File: src/pkg/pia_pkg.sv
// What this block does
// - Identifier is the organisation bits, model number and revision joined together
// - A build option returns zero in all 32 identifier bits
// - First identifier register holds identifier bits 3 to 18 in bits 15..0
// - Second identifier register holds identifier bits 19 to 24 in bits 15..10
// - Second identifier register holds six-bit model number in bits 9..4
// - Second identifier register holds four-bit revision in bits 3..0
// - Advertisement bit 15, read-write, reset 0, requests next page
// - Advertisement bit 14 ignores writes and reads 0
// - Advertisement bit 13, read-write, reset 0, advertises remote fault
// - Advertisement bit 12 written 0 by controller, reads 0
// - Advertisement bit 11, read-write, reset 0, asymmetric pause
// - Advertisement bit 10, read-write, reset 0, symmetric pause
// - Resolved pause outcome driven on the two-bit pause_resolved output
// - Advertisement bit 9 is read-only zero
// - Advertisement bits 8, 7, 6 read-write with strap reset values
`default_nettype none

package pia_pkg;

  // ****************************************************************
  // Register map
  // ****************************************************************
  localparam logic [4:0] REG_ID_HIGH = 5'h02;
  localparam logic [4:0] REG_ID_LOW  = 5'h03;
  localparam logic [4:0] REG_ADV     = 5'h04;

  // ****************************************************************
  // Advertisement field positions
  // ****************************************************************
  localparam int ADV_NEXT_PAGE   = 15;
  localparam int ADV_RSVD_IEEE   = 14;
  localparam int ADV_REMOTE_FLT  = 13;
  localparam int ADV_RSVD_FUTURE = 12;
  localparam int ADV_ASYM_PAUSE  = 11;
  localparam int ADV_PAUSE       = 10;
  localparam int ADV_FOUR_PAIR   = 9;
  localparam int ADV_FAST_FD     = 8;
  localparam int ADV_FAST_HD     = 7;
  localparam int ADV_TEN_FD      = 6;

  // ****************************************************************
  // Identifier contents (values arbitrary, not any real maker's)
  // ****************************************************************
  localparam logic [21:0] ORG_ID_BITS    = 22'h05a3c6;
  localparam logic [5:0]  VENDOR_MODEL   = 6'h15;
  localparam logic [3:0]  MODEL_REVISION = 4'h3;

  // ****************************************************************
  // Management frame
  // ****************************************************************
  localparam logic [5:0] PREAMBLE_ONES = 6'h20;
  localparam logic [3:0] HDR_BITS      = 4'hd;
  localparam logic [1:0] OP_READ       = 2'h2;
  localparam logic [1:0] OP_WRITE      = 2'h1;
  localparam logic [3:0] DATA_LAST     = 4'hf;

  // ****************************************************************
  // Reset values
  // ****************************************************************
  localparam logic RST_NEXT_PAGE = 1'h0;
  localparam logic RST_REMOTE    = 1'h0;
  localparam logic RST_ASYM      = 1'h0;
  localparam logic RST_PAUSE     = 1'h0;

  typedef enum logic [1:0] {
    PIA_IDLE,
    PIA_HDR,
    PIA_TA,
    PIA_DATA
  } pia_state_t;

  typedef struct packed {
    logic next_page_request;
    logic remote_fault_adv;
    logic asymmetric_pause_adv;
    logic pause_adv;
    logic fast_full_duplex_adv;
    logic fast_half_duplex_adv;
    logic ten_full_duplex_adv;
  } pia_adv_t;

  typedef struct packed {
    logic fast_full_duplex_adv;
    logic fast_half_duplex_adv;
    logic ten_full_duplex_adv;
  } pia_strap_t;

  typedef struct packed {
    logic lp_pause;
    logic lp_asym_pause;
    logic an_complete;
    logic full_duplex;
  } pia_partner_t;

endpackage

`default_nettype wire

File: src/verilog/pia_regs.sv
`default_nettype none

module pia_regs #(
  parameter bit ID_ZERO = 1'b0
) (
  input  wire logic                  clk,
  input  wire logic                  srst,
  input  wire logic [4:0]            phy_addr,
  input  wire pia_pkg::pia_strap_t   strap,
  input  wire logic                  mdc,
  input  wire logic                  mdio_in,
  output logic                       mdio_out,
  output logic                       mdio_oe_n,
  input  wire pia_pkg::pia_partner_t partner,
  output pia_pkg::pia_adv_t          adv,
  output logic [1:0]                 pause_resolved
);

  // ****************************************************************
  // Identifier and read mux
  // ****************************************************************
  function automatic logic [31:0] id_word();
    if (ID_ZERO)
      return 32'h00000000;
    return {pia_pkg::ORG_ID_BITS, pia_pkg::VENDOR_MODEL,
            pia_pkg::MODEL_REVISION};
  endfunction

  function automatic logic [15:0] adv_word(input pia_pkg::pia_adv_t a);
    logic [15:0] w;
    w = 16'h0000; // Reserved, four-pair and omitted low bits read 0
    w[pia_pkg::ADV_NEXT_PAGE]  = a.next_page_request;
    w[pia_pkg::ADV_REMOTE_FLT] = a.remote_fault_adv;
    w[pia_pkg::ADV_ASYM_PAUSE] = a.asymmetric_pause_adv;
    w[pia_pkg::ADV_PAUSE]      = a.pause_adv;
    w[pia_pkg::ADV_FAST_FD]    = a.fast_full_duplex_adv;
    w[pia_pkg::ADV_FAST_HD]    = a.fast_half_duplex_adv;
    w[pia_pkg::ADV_TEN_FD]     = a.ten_full_duplex_adv;
    return w;
  endfunction

  function automatic logic [15:0] rd_word(input logic [4:0] ra, input pia_pkg::pia_adv_t a);
    logic [31:0] id;
    id = id_word();
    case (ra)
      pia_pkg::REG_ID_HIGH: return id[31:16];
      pia_pkg::REG_ID_LOW:  return id[15:0];
      pia_pkg::REG_ADV:     return adv_word(a);
      default:              return 16'h0000;
    endcase
  endfunction

  // ****************************************************************
  // Management frame decoder
  // ****************************************************************
  pia_pkg::pia_state_t state_q;
  logic [5:0]          ones_q;
  logic                pre_ok_q;
  logic [3:0]          cnt_q;
  logic [12:0]         hdr_q;
  logic [15:0]         sh_q;
  logic                mine_q;
  logic                rd_q;
  logic                mdc_q;
  logic                rise;
  logic [12:0]         hdr_d;
  logic                wr_commit;

  assign rise  = mdc & ~mdc_q;
  assign hdr_d = {hdr_q[11:0], mdio_in};
  assign wr_commit = rise && state_q == pia_pkg::PIA_DATA && cnt_q == pia_pkg::DATA_LAST
                     && mine_q && !rd_q;

  // Tracks the pin in reset too: a clock left high must not read as a rise
  always_ff @(posedge clk) begin
    mdc_q <= mdc;
  end

  // Preamble: 32 ones after reset or after a bad start or opcode, then suppression allowed
  always_ff @(posedge clk) begin
    if (srst) begin
      ones_q   <= 6'h00;
      pre_ok_q <= 1'b0;
    end else if (rise) begin
      if (state_q != pia_pkg::PIA_IDLE)
        ones_q <= 6'h00;
      else if (mdio_in && ones_q != pia_pkg::PREAMBLE_ONES)
        ones_q <= ones_q + 6'h01;
      else if (!mdio_in && ones_q != pia_pkg::PREAMBLE_ONES)
        ones_q <= 6'h00;
      if (mdio_in && ones_q == pia_pkg::PREAMBLE_ONES - 6'h01)
        pre_ok_q <= 1'b1;
      else if (state_q == pia_pkg::PIA_HDR && cnt_q == pia_pkg::HDR_BITS - 4'h1
               && (hdr_d[11:10] != pia_pkg::OP_READ && hdr_d[11:10] != pia_pkg::OP_WRITE
                   || !hdr_d[12]))
        pre_ok_q <= 1'b0; // Bad start or opcode: demand full preamble again
    end
  end

  always_ff @(posedge clk) begin
    if (srst) begin
      state_q <= pia_pkg::PIA_IDLE;
      cnt_q   <= 4'h0;
      hdr_q   <= 13'h0000;
      mine_q  <= 1'b0;
      rd_q    <= 1'b0;
    end else if (rise) begin
      case (state_q)
        pia_pkg::PIA_IDLE: begin
          cnt_q <= 4'h0;
          if (!mdio_in && (pre_ok_q || ones_q == pia_pkg::PREAMBLE_ONES))
            state_q <= pia_pkg::PIA_HDR;
        end
        pia_pkg::PIA_HDR: begin
          hdr_q <= hdr_d;
          cnt_q <= cnt_q + 4'h1;
          if (cnt_q == pia_pkg::HDR_BITS - 4'h1) begin
            cnt_q   <= 4'h0;
            rd_q    <= hdr_d[11:10] == pia_pkg::OP_READ;
            mine_q  <= hdr_d[9:5] == phy_addr;
            if (hdr_d[12] && (hdr_d[11:10] == pia_pkg::OP_READ
                              || hdr_d[11:10] == pia_pkg::OP_WRITE))
              state_q <= pia_pkg::PIA_TA;
            else
              state_q <= pia_pkg::PIA_IDLE;
          end
        end
        pia_pkg::PIA_TA: begin
          cnt_q <= cnt_q + 4'h1;
          if (cnt_q == 4'h1) begin
            cnt_q   <= 4'h0;
            state_q <= pia_pkg::PIA_DATA;
          end
        end
        pia_pkg::PIA_DATA: begin
          cnt_q <= cnt_q + 4'h1;
          if (cnt_q == pia_pkg::DATA_LAST)
            state_q <= pia_pkg::PIA_IDLE;
        end
        default: state_q <= pia_pkg::PIA_IDLE;
      endcase
    end
  end

  // ****************************************************************
  // Data shifter and pin drive
  // ****************************************************************
  // Output changes on the rising edge, so the station sees a full
  // period of setup before it samples on the next rising edge.
  always_ff @(posedge clk) begin
    if (srst) begin
      sh_q      <= 16'h0000;
      mdio_out  <= 1'b1;
      mdio_oe_n <= 1'b1;
    end else if (rise) begin
      if (state_q == pia_pkg::PIA_TA && mine_q && rd_q) begin
        if (cnt_q == 4'h0) begin
          mdio_oe_n <= 1'b0;
          mdio_out  <= 1'b0;
          sh_q      <= rd_word(hdr_q[4:0], adv); // Plain read, no side effect
        end else begin
          mdio_out <= sh_q[15];
          sh_q     <= {sh_q[14:0], 1'b0};
        end
      end else if (state_q == pia_pkg::PIA_DATA && rd_q) begin
        if (cnt_q == pia_pkg::DATA_LAST) begin
          mdio_oe_n <= 1'b1;
          mdio_out  <= 1'b1;
        end else begin
          mdio_out <= sh_q[15];
          sh_q     <= {sh_q[14:0], 1'b0};
        end
      end else if (state_q == pia_pkg::PIA_DATA) begin
        sh_q <= {sh_q[14:0], mdio_in};
      end else begin
        mdio_oe_n <= 1'b1;
        mdio_out  <= 1'b1;
      end
    end
  end

  // ****************************************************************
  // Advertisement register
  // ****************************************************************
  logic [15:0] wdata;
  assign wdata = {sh_q[14:0], mdio_in};

  // Writes to identifier or unmapped offsets fall through untouched
  always_ff @(posedge clk) begin
    if (srst) begin
      adv.next_page_request    <= pia_pkg::RST_NEXT_PAGE;
      adv.remote_fault_adv     <= pia_pkg::RST_REMOTE;
      adv.asymmetric_pause_adv <= pia_pkg::RST_ASYM;
      adv.pause_adv            <= pia_pkg::RST_PAUSE;
      adv.fast_full_duplex_adv <= strap.fast_full_duplex_adv;
      adv.fast_half_duplex_adv <= strap.fast_half_duplex_adv;
      adv.ten_full_duplex_adv  <= strap.ten_full_duplex_adv;
    end else if (wr_commit && hdr_q[4:0] == pia_pkg::REG_ADV) begin
      // Bits 14, 12 and 9 have no storage; written values drop
      adv.next_page_request    <= wdata[pia_pkg::ADV_NEXT_PAGE];
      adv.remote_fault_adv     <= wdata[pia_pkg::ADV_REMOTE_FLT];
      adv.asymmetric_pause_adv <= wdata[pia_pkg::ADV_ASYM_PAUSE];
      adv.pause_adv            <= wdata[pia_pkg::ADV_PAUSE];
      adv.fast_full_duplex_adv <= wdata[pia_pkg::ADV_FAST_FD];
      adv.fast_half_duplex_adv <= wdata[pia_pkg::ADV_FAST_HD];
      adv.ten_full_duplex_adv  <= wdata[pia_pkg::ADV_TEN_FD];
    end
  end

  // ****************************************************************
  // Pause resolution, {transmit pause, receive pause}
  // ****************************************************************
  always_ff @(posedge clk) begin
    if (srst)
      pause_resolved <= 2'h0;
    else if (!(partner.an_complete && partner.full_duplex))
      pause_resolved <= 2'h0;
    else if (adv.pause_adv && partner.lp_pause)
      pause_resolved <= 2'h3;
    else if (!adv.pause_adv && adv.asymmetric_pause_adv
             && partner.lp_pause && partner.lp_asym_pause)
      pause_resolved <= 2'h2;
    else if (adv.pause_adv && adv.asymmetric_pause_adv
             && !partner.lp_pause && partner.lp_asym_pause)
      pause_resolved <= 2'h1;
    else
      pause_resolved <= 2'h0;
  end

  // ****************************************************************
  // Checks
  // ****************************************************************
  // Read view of the advertisement, as the shifter loads it
  logic [15:0] adv_rd;
  assign adv_rd = adv_word(adv);
endmodule

`default_nettype wire
File: config.mk
export PLATFORM = sky130hd
export DESIGN_NAME = pia_regs
export DESIGN_NICKNAME = d
export VERILOG_FILES = /design/src/pkg/pia_pkg.sv /design/src/verilog/pia_regs.sv
export SDC_FILE = /design/constraint.sdc
export NUM_CORES = 1
export LEC_CHECK = 0
export ABC_CLOCK_PERIOD_IN_PS = 1700
export BUFFER_PORTS_ARGS = -buffer_cell sky130_fd_sc_hd__buf_2
export CORE_MARGIN = 1.5
export CORE_UTILIZATION = 55
export DETAILED_ROUTE_END_ITERATION = 10
export PLACE_DENSITY = 0.81
export SLEW_MARGIN = 20
export SYNTH_ARGS = -nofsm -noshare
export SYNTH_HDL_FRONTEND = slang
export SYNTH_SLANG_ARGS = --single-unit
File: constraint.sdc
create_clock -name clk -period 1.7 [get_ports clk]
set_input_delay 0.255 -clock clk [delete_from_list [all_inputs] [get_ports clk]]
set_output_delay 0.255 -clock clk [all_outputs]
set_load 0.02 [all_outputs]
==> results of run 1 <==
-- cells in the final DEF (no fill, tap or decap), types with 7 or more instances in the layout --
cell	instances
sky130_fd_sc_hd__o21ai_0	9
sky130_fd_sc_hd__a21oi_1	35
sky130_fd_sc_hd__nor2_1	26
sky130_fd_sc_hd__buf_2	26
sky130_fd_sc_hd__nand2_1	50
sky130_fd_sc_hd__dfxtp_1	48
sky130_fd_sc_hd__a211oi_2	7
sky130_fd_sc_hd__buf_4	27
sky130_fd_sc_hd__inv_1	7
sky130_fd_sc_hd__nand3_1	19
-- cell usage after synthesis, drive strengths merged, types with 2 or more instances --
cell | number | area share [%]
o21ai | 9 | 1.7
nor2 | 26 | 3.6
a22oi | 2 | 1.1
and4 | 2 | 0.65
xor2 | 6 | 1.9
mux2 | 2 | 0.83
nor3b | 4 | 1.5
dfxtp | 52 | 38
a21o | 2 | 0.55
nor2b | 4 | 0.92
buf | 11 | 2.4
clkbuf | 9 | 1.2
edfxtp | 3 | 3.3
and4b | 3 | 1.2
and3 | 2 | 0.46
mux2i | 2 | 0.74
nand4 | 7 | 1.8
and2 | 3 | 0.69
a211oi | 13 | 4.9
xnor2 | 3 | 0.97
ha | 6 | 2.8
or3 | 3 | 0.69
inv | 8 | 1.1
o311ai | 2 | 0.92
nand2 | 51 | 7.1
nand3 | 19 | 3.5
a21oi | 35 | 6.5
a31oi | 7 | 1.8
nor3 | 3 | 0.55
a22o | 3 | 1.0
-- flip-flops by register name, summed over array words and instances (netlist names), named ones only --
| signal | count |
|---|---|
| state_q | 1 |
| adv | 7 |
| mdio_out | 1 |
| hdr_q | 12 |
| cnt_q | 4 |
| ones_q | 6 |
| rd_q | 1 |
| pause_resolved | 2 |
| mdc_q | 1 |
| mine_q | 1 |
| sh_q | 16 |
| mdio_oe_n | 1 |
| pre_ok_q | 1 |
-- cell families after synthesis --
kind of cell | Yosys count
AOI/OAI and AO/OA | 80
xor gates and xnor gates | 9
adders and majority gates | 6
buffers and inverters | 28
DFF | 55
muxes | 4
and+or+nand+nor | 135
-- cell type report --
| class | count | area [um^2] | area share [%] |
|---|---|---|---|
| Multi-Input combinational cell | 234 | 1520 | 47.17 |
| Clock buffer | 6 | 72.57 | 2.252 |
| Tap cell | 67 | 83.83 | 2.601 |
| Inverter | 8 | 30.03 | 0.9317 |
| Timing Repair Buffer | 55 | 372.9 | 11.57 |
| Clock inverter | 2 | 7.507 | 0.2329 |
| Sequential cell | 55 | 1136 | 35.25 |
-- stage by stage --
stage | power (mW) | instances | cell area, um^2 | setup slack [ns]
2_1_floorplan | 1.412 | 317 | 2713 | 0.1017
3_5_place_dp | 1.473 | 417 | 3057 | -0.03623
4_1_cts | 2.139 | 425 | 3158 | -0.01107
6_report | 2.131 | 427 | 3223 | 0.05524
5_1_grt | 2.217 | 427 | 3223 | -0.03840
3_3_place_gp | 1.470 | 417 | 3057 | 0.06310
-- worst min path at each step --
stage                     startpoint  endpoint  depth (start not counted)
final                            mdc     mdc_q                          1
after global routing             mdc     mdc_q                          1
after CTS                        mdc     mdc_q                          1
after detailed placement         mdc     mdc_q                          1
after global placement           mdc     mdc_q                          1
after floorplan                  mdc     mdc_q                          0
-- critical path, stage by stage (launching register included) --
cell	delay, ns
sky130_fd_sc_hd__dfxtp_2	0.35
sky130_fd_sc_hd__inv_1	0.12
sky130_fd_sc_hd__ha_4	0.16
sky130_fd_sc_hd__nor3b_4	0.18
sky130_fd_sc_hd__buf_4	0.14
sky130_fd_sc_hd__nand2_2	0.09
sky130_fd_sc_hd__or3_4	0.38
sky130_fd_sc_hd__a211oi_2	0.16
-- routing by layer --
layer  wire length [um]  up-vias
met3                312       16
met4                178        0
met5                  0        -
li1                   -     1208
met1               2775     1156
met2               3059       78
-- power by group through the flow --
stage	Clock (mW)	Combinational [mW]	Sequential, mW
final	0.685	0.130	1.32
after global routing	0.759	0.140	1.32
after CTS	0.695	0.128	1.32
after detailed placement	0	0.126	1.35
after global placement	0	0.124	1.35
after floorplan	0	0.0582	1.35
-- repair_timing --
item,CTS,global route
setup buffers,0,2
resized for setup,4,12
setup endpoints to repair,7,32
pin swaps,0,1
==> impl_metrics.toml, run 1 <==
[layout]
layout.nets = 381
postLayoutCoreUtil_pct = 68.24
nFillCells = 371
syn2layout_area_growth_pct = 18.82
diodes = 0
post_route_cells_drive_above_1_share_pct = 25.83

[outcome]
outcome = "finished clean"

[power]
power.clock.fraction_pct = 32.2
power-per-cell-area_nw_per_um2 = 661.3
power.combinational.fraction_pct = 6.1
seq_power_share_pct = 61.8
p_int_mw = 1.645
switching_power_mw = 0.4867
vdd_ir_drop_max_mv = 0.4532
power_switching_share_pct = 22.84
power.leakage_nw = 1.165

[setup_path]
rr_endpoint = "sh_q[11]"
worst_ep_arrival_time_ns = 1.89
critPathCapture = "sh_q[11]"
critical_path.reg2reg.startpoint = "cnt_q[0]"
path_max_fanout = 4
critPathKind = "reg2reg"
required_time_worst_endpoint_ns = 1.94
setup.reg_to_reg.worst_slack_ns = 0.06
reg2reg_depth = 7
kind_of_end_point_of_the_critical_path = "flip-flop"
startpoint_type = "flip-flop"
start_point_of_the_critical_path = "cnt_q[0]"

[route]
drt_wl_total_um = 6326
num_vias = 2458
wire_per_inst_um = 14.81
first_iter_violations = 217
drc = 0
detail_route.vias_per_cell = 5.756
ant_nets = 0
detail_route.first_pass.iterations = 4

[cts]
cts_hold_buffers = 0
cts-root-buf = "sky130_fd_sc_hd__clkbuf_8"
ctsHtreeMaxLevel = 2
path_clk_slew_ns = 0.10
numCtsBuffers = 5
worstSkewPairLatency_ns = 0.31
cts.sink_count = 55
cts.path.max_buffers = 2
clock_tree_from_tritoncts = "yes"

[sta]
fmax_mhz = 608.0
worst_case_clock_skew_ns = 0.009684
final_hold_slack_ns = 0.1087
period_share_pct = 96.75
slew_headroom_pct = 74.36
final-max-slew-violation-count = 0
timing.final.crit_period_ns = 1.645
max_slew.worst_pin.slew_ns = 0.3846
finalSetupViolations = 0
hold_viol_final = 0
setup_total_negative_slack_ns = 0

[logic_synthesis]
dominant_combinational_cell_family_by_area_after_synthesis = "simple AND/OR/NAND/NOR gates"
post_synth_fa_ha_maj_area_fraction_pct = 2.768
synth_edf_count = 3
postSynthCellCount = 317
ys_async_sr_fraction_pct = 0
syn_area_per_cell_um2 = 8.557
mappedNetlistArea_um2 = 2713
sequential_fraction_of_the_synthesis_area_pct = 41.70
post_synth_num_cell_types = 57
ys.flop_type = "sky130_fd_sc_hd__dfxtp_1"
synth_compound_gate_area_share_pct = 21.13
ys_warn_count = 0
synth_seq_cells = 55
syn_nets = 339
synthXorXnorAreaFrac_pct = 2.906
synth_simple_gate_area_share_pct = 25.23
synth.mux.area_fraction_pct = 1.568

[global_route]
gr-usage-all-layers_pct = 24.60
grt_antenna_before_repair = 0
global_route_wire_length_before_repair_um = 10270
grt_util_met2_pct = 40.20
vias_in_the_first_global_route = 2234
met3_usage_pct = 4.006
busiest_layer = "met2"
grt_remaining_overflow = 0
global_route.usage.met1_pct = 32.76
pin_count_of_the_biggest_net_entering_global_routing = 20

[floorplanning]
die-area_um2 = 5363
i_o_pin_total = 27
num_rows = 25
die_w_um = 73.23
die-height_um = 73.23
initial_core_util_pct = 57.43
floorplan.core_area_um2 = 4723

[flow_run]
timing.max_cap.violations = 0

[place]
place.detailed.hpwl_um = 4543
port_buffers = 26
finalWeightedCongestion = 0.8793

[hold_path]
hold_class = "in2reg"
Note: power is estimated with default switching activity, not from simulation.
==> run 2: changes to the inputs <==
--- a/config.mk
+++ b/config.mk
@@ -5,6 +5,7 @@
 export SDC_FILE = /design/constraint.sdc
 export NUM_CORES = 1
 export LEC_CHECK = 0
+export ABC_AREA = 1
 export ABC_CLOCK_PERIOD_IN_PS = 1700
 export BUFFER_PORTS_ARGS = -buffer_cell sky130_fd_sc_hd__buf_2
 export CORE_MARGIN = 1.5
==> impl_metrics.toml, run 2 <==
[place]
place_worst_setup_slack_ns = 0.1744
placedInstanceArea_um2 = 2895
finalWeightedCongestion = 0.8501
port_buffers = 26
place.detailed.hpwl_um = 4062

[cts]
cts_hold_buffers = 0
worstSkewPairLatency_ns = 0.32
cts_repair_resize_count = 0
cts-root-buf = "sky130_fd_sc_hd__clkbuf_8"
path_clk_slew_ns = 0.09
cts.path.max_buffers = 2
post_cts.repair.setup_buffers = 0
clock_tree_from_tritoncts = "yes"
numCtsBuffers = 5
cts.sink_count = 55
ctsHtreeMaxLevel = 2

[sta]
slew_headroom_pct = 74.23
max_slew.worst_pin.slew_ns = 0.3836
rsz0062_at_grt = "no"
post_route_setup_slack_ns = 0.1408
worst_case_clock_skew_ns = 0.01412
timing.final.crit_period_ns = 1.559
hold_viol_final = 0
period_share_pct = 91.72
finalSetupViolations = 0
final-max-slew-violation-count = 0
setup_total_negative_slack_ns = 0
fmax_mhz = 641.4

[power]
finalPower_mw = 2.288
power.leakage_nw = 1.318
power-per-cell-area_nw_per_um2 = 760.7
vdd_ir_drop_max_mv = 0.3364

[layout]
post_route_cells_drive_above_1_share_pct = 14.64
regMostFlops = "sh_q"
final_common_cell = "sky130_fd_sc_hd__nand2_1"
nFillCells = 419
largest_registers = "sh_q: 16 flops, hdr_q: 12 flops, adv: 7 flops"
postLayoutCellArea_um2 = 3008
layout.nets = 424
largest_register_ffs = 16
syn2layout_area_growth_pct = 12.23
diodes = 0
most-common-layout-cells = "sky130_fd_sc_hd__nand2_1, sky130_fd_sc_hd__dfxtp_1, sky130_fd_sc_hd__nor2_1, sky130_fd_sc_hd__o21ai_0, sky130_fd_sc_hd__inv_1"

[global_route]
gr-usage-all-layers_pct = 22.46
vias_in_the_first_global_route = 2243
pin_count_of_the_biggest_net_entering_global_routing = 21
met3_usage_pct = 5.801
grt_util_met2_pct = 36.70
global_route.usage.met1_pct = 28.99
grt_remaining_overflow = 0
global_route_wire_length_before_repair_um = 9363
busiest_layer = "met2"
grt_antenna_before_repair = 0

[hold_path]
hold_class = "in2reg"

[setup_path]
path_max_fanout = 16
worst_ep_arrival_time_ns = 1.76
critPathKind = "reg2reg"
required_time_worst_endpoint_ns = 1.90
kind_of_end_point_of_the_critical_path = "flip-flop"
startpoint_type = "flip-flop"

[logic_synthesis]
syn_area_per_cell_um2 = 7.224
sequential_fraction_of_the_synthesis_area_pct = 42.20
mappedNetlistArea_um2 = 2680
leading_post_synthesis_cells_by_instance_count = "sky130_fd_sc_hd__nand2_1, sky130_fd_sc_hd__dfxtp_1, sky130_fd_sc_hd__nor2_1"
synth_edf_count = 3
syn_nets = 393
synth_top_area_share_pct = 38.84
synth_top_cell_by_area = "sky130_fd_sc_hd__dfxtp_1"
ys_warn_count = 0
post_synth_num_cell_types = 33
synth_seq_cells = 55
ys_async_sr_fraction_pct = 0
postSynthCellCount = 371
ys.flop_type = "sky130_fd_sc_hd__dfxtp_1"
synth_top_cells_by_area = "sky130_fd_sc_hd__dfxtp_1, sky130_fd_sc_hd__nand2_1, sky130_fd_sc_hd__o21ai_0, sky130_fd_sc_hd__nor2_1, sky130_fd_sc_hd__a21oi_1"
synth.most_common_cell = "sky130_fd_sc_hd__nand2_1"

[floorplanning]
num_rows = 25
floorplan.core_area_um2 = 4723
die-area_um2 = 5301
die-height_um = 72.81
die_w_um = 72.81
initial_core_util_pct = 56.74
i_o_pin_total = 27

[route]
first_iter_violations = 180
wire_per_inst_um = 11.78
ant_nets = 0
drc = 0
num_vias = 2392
detail_route.first_pass.iterations = 4
detail_route.vias_per_cell = 5.089
drt_wl_total_um = 5535

[outcome]
outcome = "finished clean"

[flow_run]
timing.max_cap.violations = 0
[run 2: worst paths after layout]
path | start | end | slack (ns) | depth (start not counted)
worst max-delay path | cnt_q[0] | sh_q[1] | 0.14 | 8
worst min-delay path | mdc | mdc_q | 0.06 | 1
worst min register to register | hdr_q[11] | hdr_q[11] | 0.46 | 2
worst max register to register | cnt_q[0] | sh_q[1] | 0.14 | 8
[run 2: critical path: stages, from the launching register on]
cell and delay, ns:
sky130_fd_sc_hd__dfxtp_1 0.39, sky130_fd_sc_hd__ha_1 0.21, sky130_fd_sc_hd__nand3_2 0.12, sky130_fd_sc_hd__nand2_1 0.12
sky130_fd_sc_hd__nand3_2 0.10, sky130_fd_sc_hd__nand2_4 0.13, sky130_fd_sc_hd__clkinv_4 0.13, sky130_fd_sc_hd__o21ai_0 0.17
sky130_fd_sc_hd__nor2_1 0.07
[run 2: logic make-up (layout without fill, tap and decap cells)]
| group | after synthesis | count (layout) | share of synthesized area, % |
|---|---|---|---|
| flip-flops | 55 | 55 | 42.20 |
| AO/OA/AOI/OAI | 84 | 84 | 16.43 |
| adder cells (fa/ha/maj) | 6 | 6 | 2.801 |
| XOR/XNOR | 7 | 7 | 2.288 |
| AND/OR/NAND/NOR | 162 | 162 | 27.31 |
| buffers and inverters | 57 | 89 | 8.963 |
[run 2: where the power goes]
part           switching (mW)  internal, mW
Combinational          0.0719        0.0454
Clock                   0.424         0.432
Sequential            0.00581          1.31
Total                   0.502          1.79
[run 2: layer usage]
metal	wire length [um]	vias up
met5	0	-
met4	70	0
met3	305	6
met2	2510	56
met1	2649	1067
li1	-	1263
[run 2: cell type report]
cell class,instances,area [um^2],area share (%)
clock buffer,5,68.82,2.288
multi-input combinational,259,1314,43.68
tap,67,83.83,2.787
inverter,47,181.4,6.032
sequential,55,1131,37.60
clock inverter,3,38.79,1.290
timing repair buffer,34,190.2,6.323
[run 2: per-stage QoR]
stage / hold slack [ns] / utilization, % / std cells
floorplan: 0.2827 / - / 371
global placement: 0.3730 / 61.30 / 462
detailed placement: 0.3800 / 61.30 / 462
CTS: 0.05422 / 63.58 / 470
global route: 0.05088 / 63.68 / 470
finish: 0.05734 / 63.68 / 470
==> run 3: changes to the inputs <==
--- a/config.mk
+++ b/config.mk
@@ -11,7 +11,7 @@
 export CORE_MARGIN = 1.5
 export CORE_UTILIZATION = 55
 export DETAILED_ROUTE_END_ITERATION = 10
-export PLACE_DENSITY = 0.81
+export PLACE_DENSITY_LB_ADDON = 0.1
 export SLEW_MARGIN = 20
 export SYNTH_ARGS = -nofsm -noshare
 export SYNTH_HDL_FRONTEND = slang
==> impl_metrics.toml, run 3 (same netlist as run 2, synthesis figures left out) <==
[sta]
slew_headroom_pct = 69.16
finalSetupViolations = 0
fmax_mhz = 641.9
final-max-slew-violation-count = 0
hold_viol_final = 0
period_share_pct = 91.64
rsz0062_at_grt = "yes"
worst_case_clock_skew_ns = 0.006319
max_slew.worst_pin.slew_ns = 0.4591
timing.final.crit_period_ns = 1.558

[route]
wire_per_inst_um = 11.65
drc = 0
ant_nets = 0
first_iter_violations = 120
drt_wl_total_um = 5489
num_vias = 2406
detail_route.first_pass.iterations = 5
detail_route.vias_per_cell = 5.108

[setup_path]
critical_path.most_common_cell = "sky130_fd_sc_hd__nand3_2"
critPathCapture = "sh_q[2]"
path_max_fanout = 16
timing.critical_path.slowest_cell_delay_ns = 0.39
critPathKind = "reg2reg"
crit_path_top_delay_cell = "sky130_fd_sc_hd__dfxtp_1"
worst_ep_arrival_time_ns = 1.77
kind_of_end_point_of_the_critical_path = "flip-flop"
path_cells = "ha_1, nand3_2, nand2_1, nand3_2, nand2_4, clkinv_4, o21ai_0, nor2_1"
startpoint_type = "flip-flop"
start_point_of_the_critical_path = "cnt_q[1]"
setup.reg_to_reg.worst_slack_ns = 0.14
required_time_worst_endpoint_ns = 1.91
rr_endpoint = "sh_q[2]"
critical_path.reg2reg.startpoint = "cnt_q[1]"
reg2reg_depth = 8

[layout]
most-common-layout-cells = "sky130_fd_sc_hd__nand2_1, sky130_fd_sc_hd__dfxtp_1, sky130_fd_sc_hd__nor2_1, sky130_fd_sc_hd__o21ai_0, sky130_fd_sc_hd__inv_1"
largest_registers = "sh_q: 16 flops, hdr_q: 12 flops, adv: 7 flops"
post_route_cells_drive_above_1_share_pct = 15.10
largest_register_ffs = 16
seqCellArea_um2 = 1132
regMostFlops = "sh_q"
diodes = 0
multi_input_comb_area_um2 = 1319
layout.nets = 425
syn2layout_area_growth_pct = 12.75
postLayoutCoreUtil_pct = 63.97
final_common_cell = "sky130_fd_sc_hd__nand2_1"
nFillCells = 447

[cts]
post_cts.repair.setup_buffers = 0
ctsHtreeMaxLevel = 2
cts.path.max_buffers = 2
cts_hold_buffers = 0
cts-root-buf = "sky130_fd_sc_hd__clkbuf_8"
clock_tree_from_tritoncts = "yes"
cts.sink_count = 55
path_clk_slew_ns = 0.09
numCtsBuffers = 5
worstSkewPairLatency_ns = 0.31

[place]
port_buffers = 26
place.detailed.hpwl_um = 4099
finalWeightedCongestion = 0.8950

[floorplanning]
die_w_um = 72.81
num_rows = 25
i_o_pin_total = 27
die-height_um = 72.81
initial_core_util_pct = 56.74
floorplan.core_area_um2 = 4723
die-area_um2 = 5301

[global_route]
grt_remaining_overflow = 0
vias_in_the_first_global_route = 2220
pin_count_of_the_biggest_net_entering_global_routing = 20
gr-usage-all-layers_pct = 22.92
global_route_wire_length_before_repair_um = 9535
grt_antenna_before_repair = 0

[power]
power.leakage_nw = 1.336
power-per-cell-area_nw_per_um2 = 752.2
vdd_ir_drop_max_mv = 0.4062
finalPower_mw = 2.273

[flow_run]
timing.max_cap.violations = 0

[hold_path]
hold_class = "in2reg"

[outcome]
outcome = "finished clean"
-- run 3: cell types whose count changed in the layout (fill, tap and decap cells not counted) --
cell	change
sky130_fd_sc_hd__buf_4	+1
sky130_fd_sc_hd__dfxtp_1	-1
sky130_fd_sc_hd__dfxtp_2	+1
sky130_fd_sc_hd__nand2_2	-1
sky130_fd_sc_hd__nand2_4	+1
sky130_fd_sc_hd__o21ai_0	-1
sky130_fd_sc_hd__o21ai_1	+1
-- run 3: how the worst min path moves through the flow --
stage | cells past startpoint | endpoint | startpoint | slack [ns]
floorplan | 0 | mdc_q | mdc | 0.28
global placement | 1 | mdc_q | mdc | 0.37
detailed placement | 1 | mdc_q | mdc | 0.38
CTS | 1 | mdc_q | mdc | 0.05
global route | 1 | mdc_q | mdc | 0.05
finish | 1 | mdc_q | mdc | 0.06
-- run 3: metrics by stage --
step | setup slack [ns] | instance area (um^2) | cells | TNS (ns) | hold slack [ns]
6_report | 0.1422 | 3022 | 471 | 0 | 0.06320
5_1_grt | -0.007360 | 3022 | 471 | -0.01352 | 0.05061
4_1_cts | 0.1207 | 3010 | 471 | 0 | 0.05005
3_5_place_dp | 0.1426 | 2903 | 463 | 0 | 0.3759
3_3_place_gp | 0.1960 | 2903 | 463 | 0 | 0.3714
2_1_floorplan | 0.3011 | 2680 | 371 | 0 | 0.2827
-- run 3: critical path: cells and delay by family (launching register included) --
family                   cells  cell delay, ns
AO/OA/AOI/OAI                1            0.18
flip-flops                   1            0.39
AND/OR/NAND/NOR              5            0.54
buffers and inverters        1            0.13
adder cells (fa/ha/maj)      1            0.21
-- run 3: layout make-up --
type | instances | share of cell area (%)
clock buffers | 5 | 2.277
clock inverters | 3 | 1.284
well taps | 67 | 2.774
repair buffers | 35 | 6.542
flip-flops and latches | 55 | 37.47
inverters | 47 | 6.004
multi-input cells | 259 | 43.64
-- run 3: where the power goes --
part | leakage, nW | internal (mW) | switching [mW]
clock | 0.0556 | 0.432 | 0.407
combinational | 0.829 | 0.0464 | 0.0734
sequential | 0.451 | 1.31 | 0.00627
total | 1.34 | 1.79 | 0.486
-- run 3: routing by layer --
metal | track usage (%) | wire length, um | vias up | share of wire, %
met5 | 0 | 0 | - | 0
met4 | 7.966 | 72 | 0 | 1.3
met3 | 4.006 | 130 | 9 | 2.4
met2 | 38.53 | 2527 | 32 | 46
met1 | 29.69 | 2758 | 1098 | 50
li1 | - | - | 1267 | -
-- run 3: what timing repair did --
action,CTS,global route
setup endpoints to repair,0,10
resized for setup,0,5
endpoints found under the hold margin,0,0
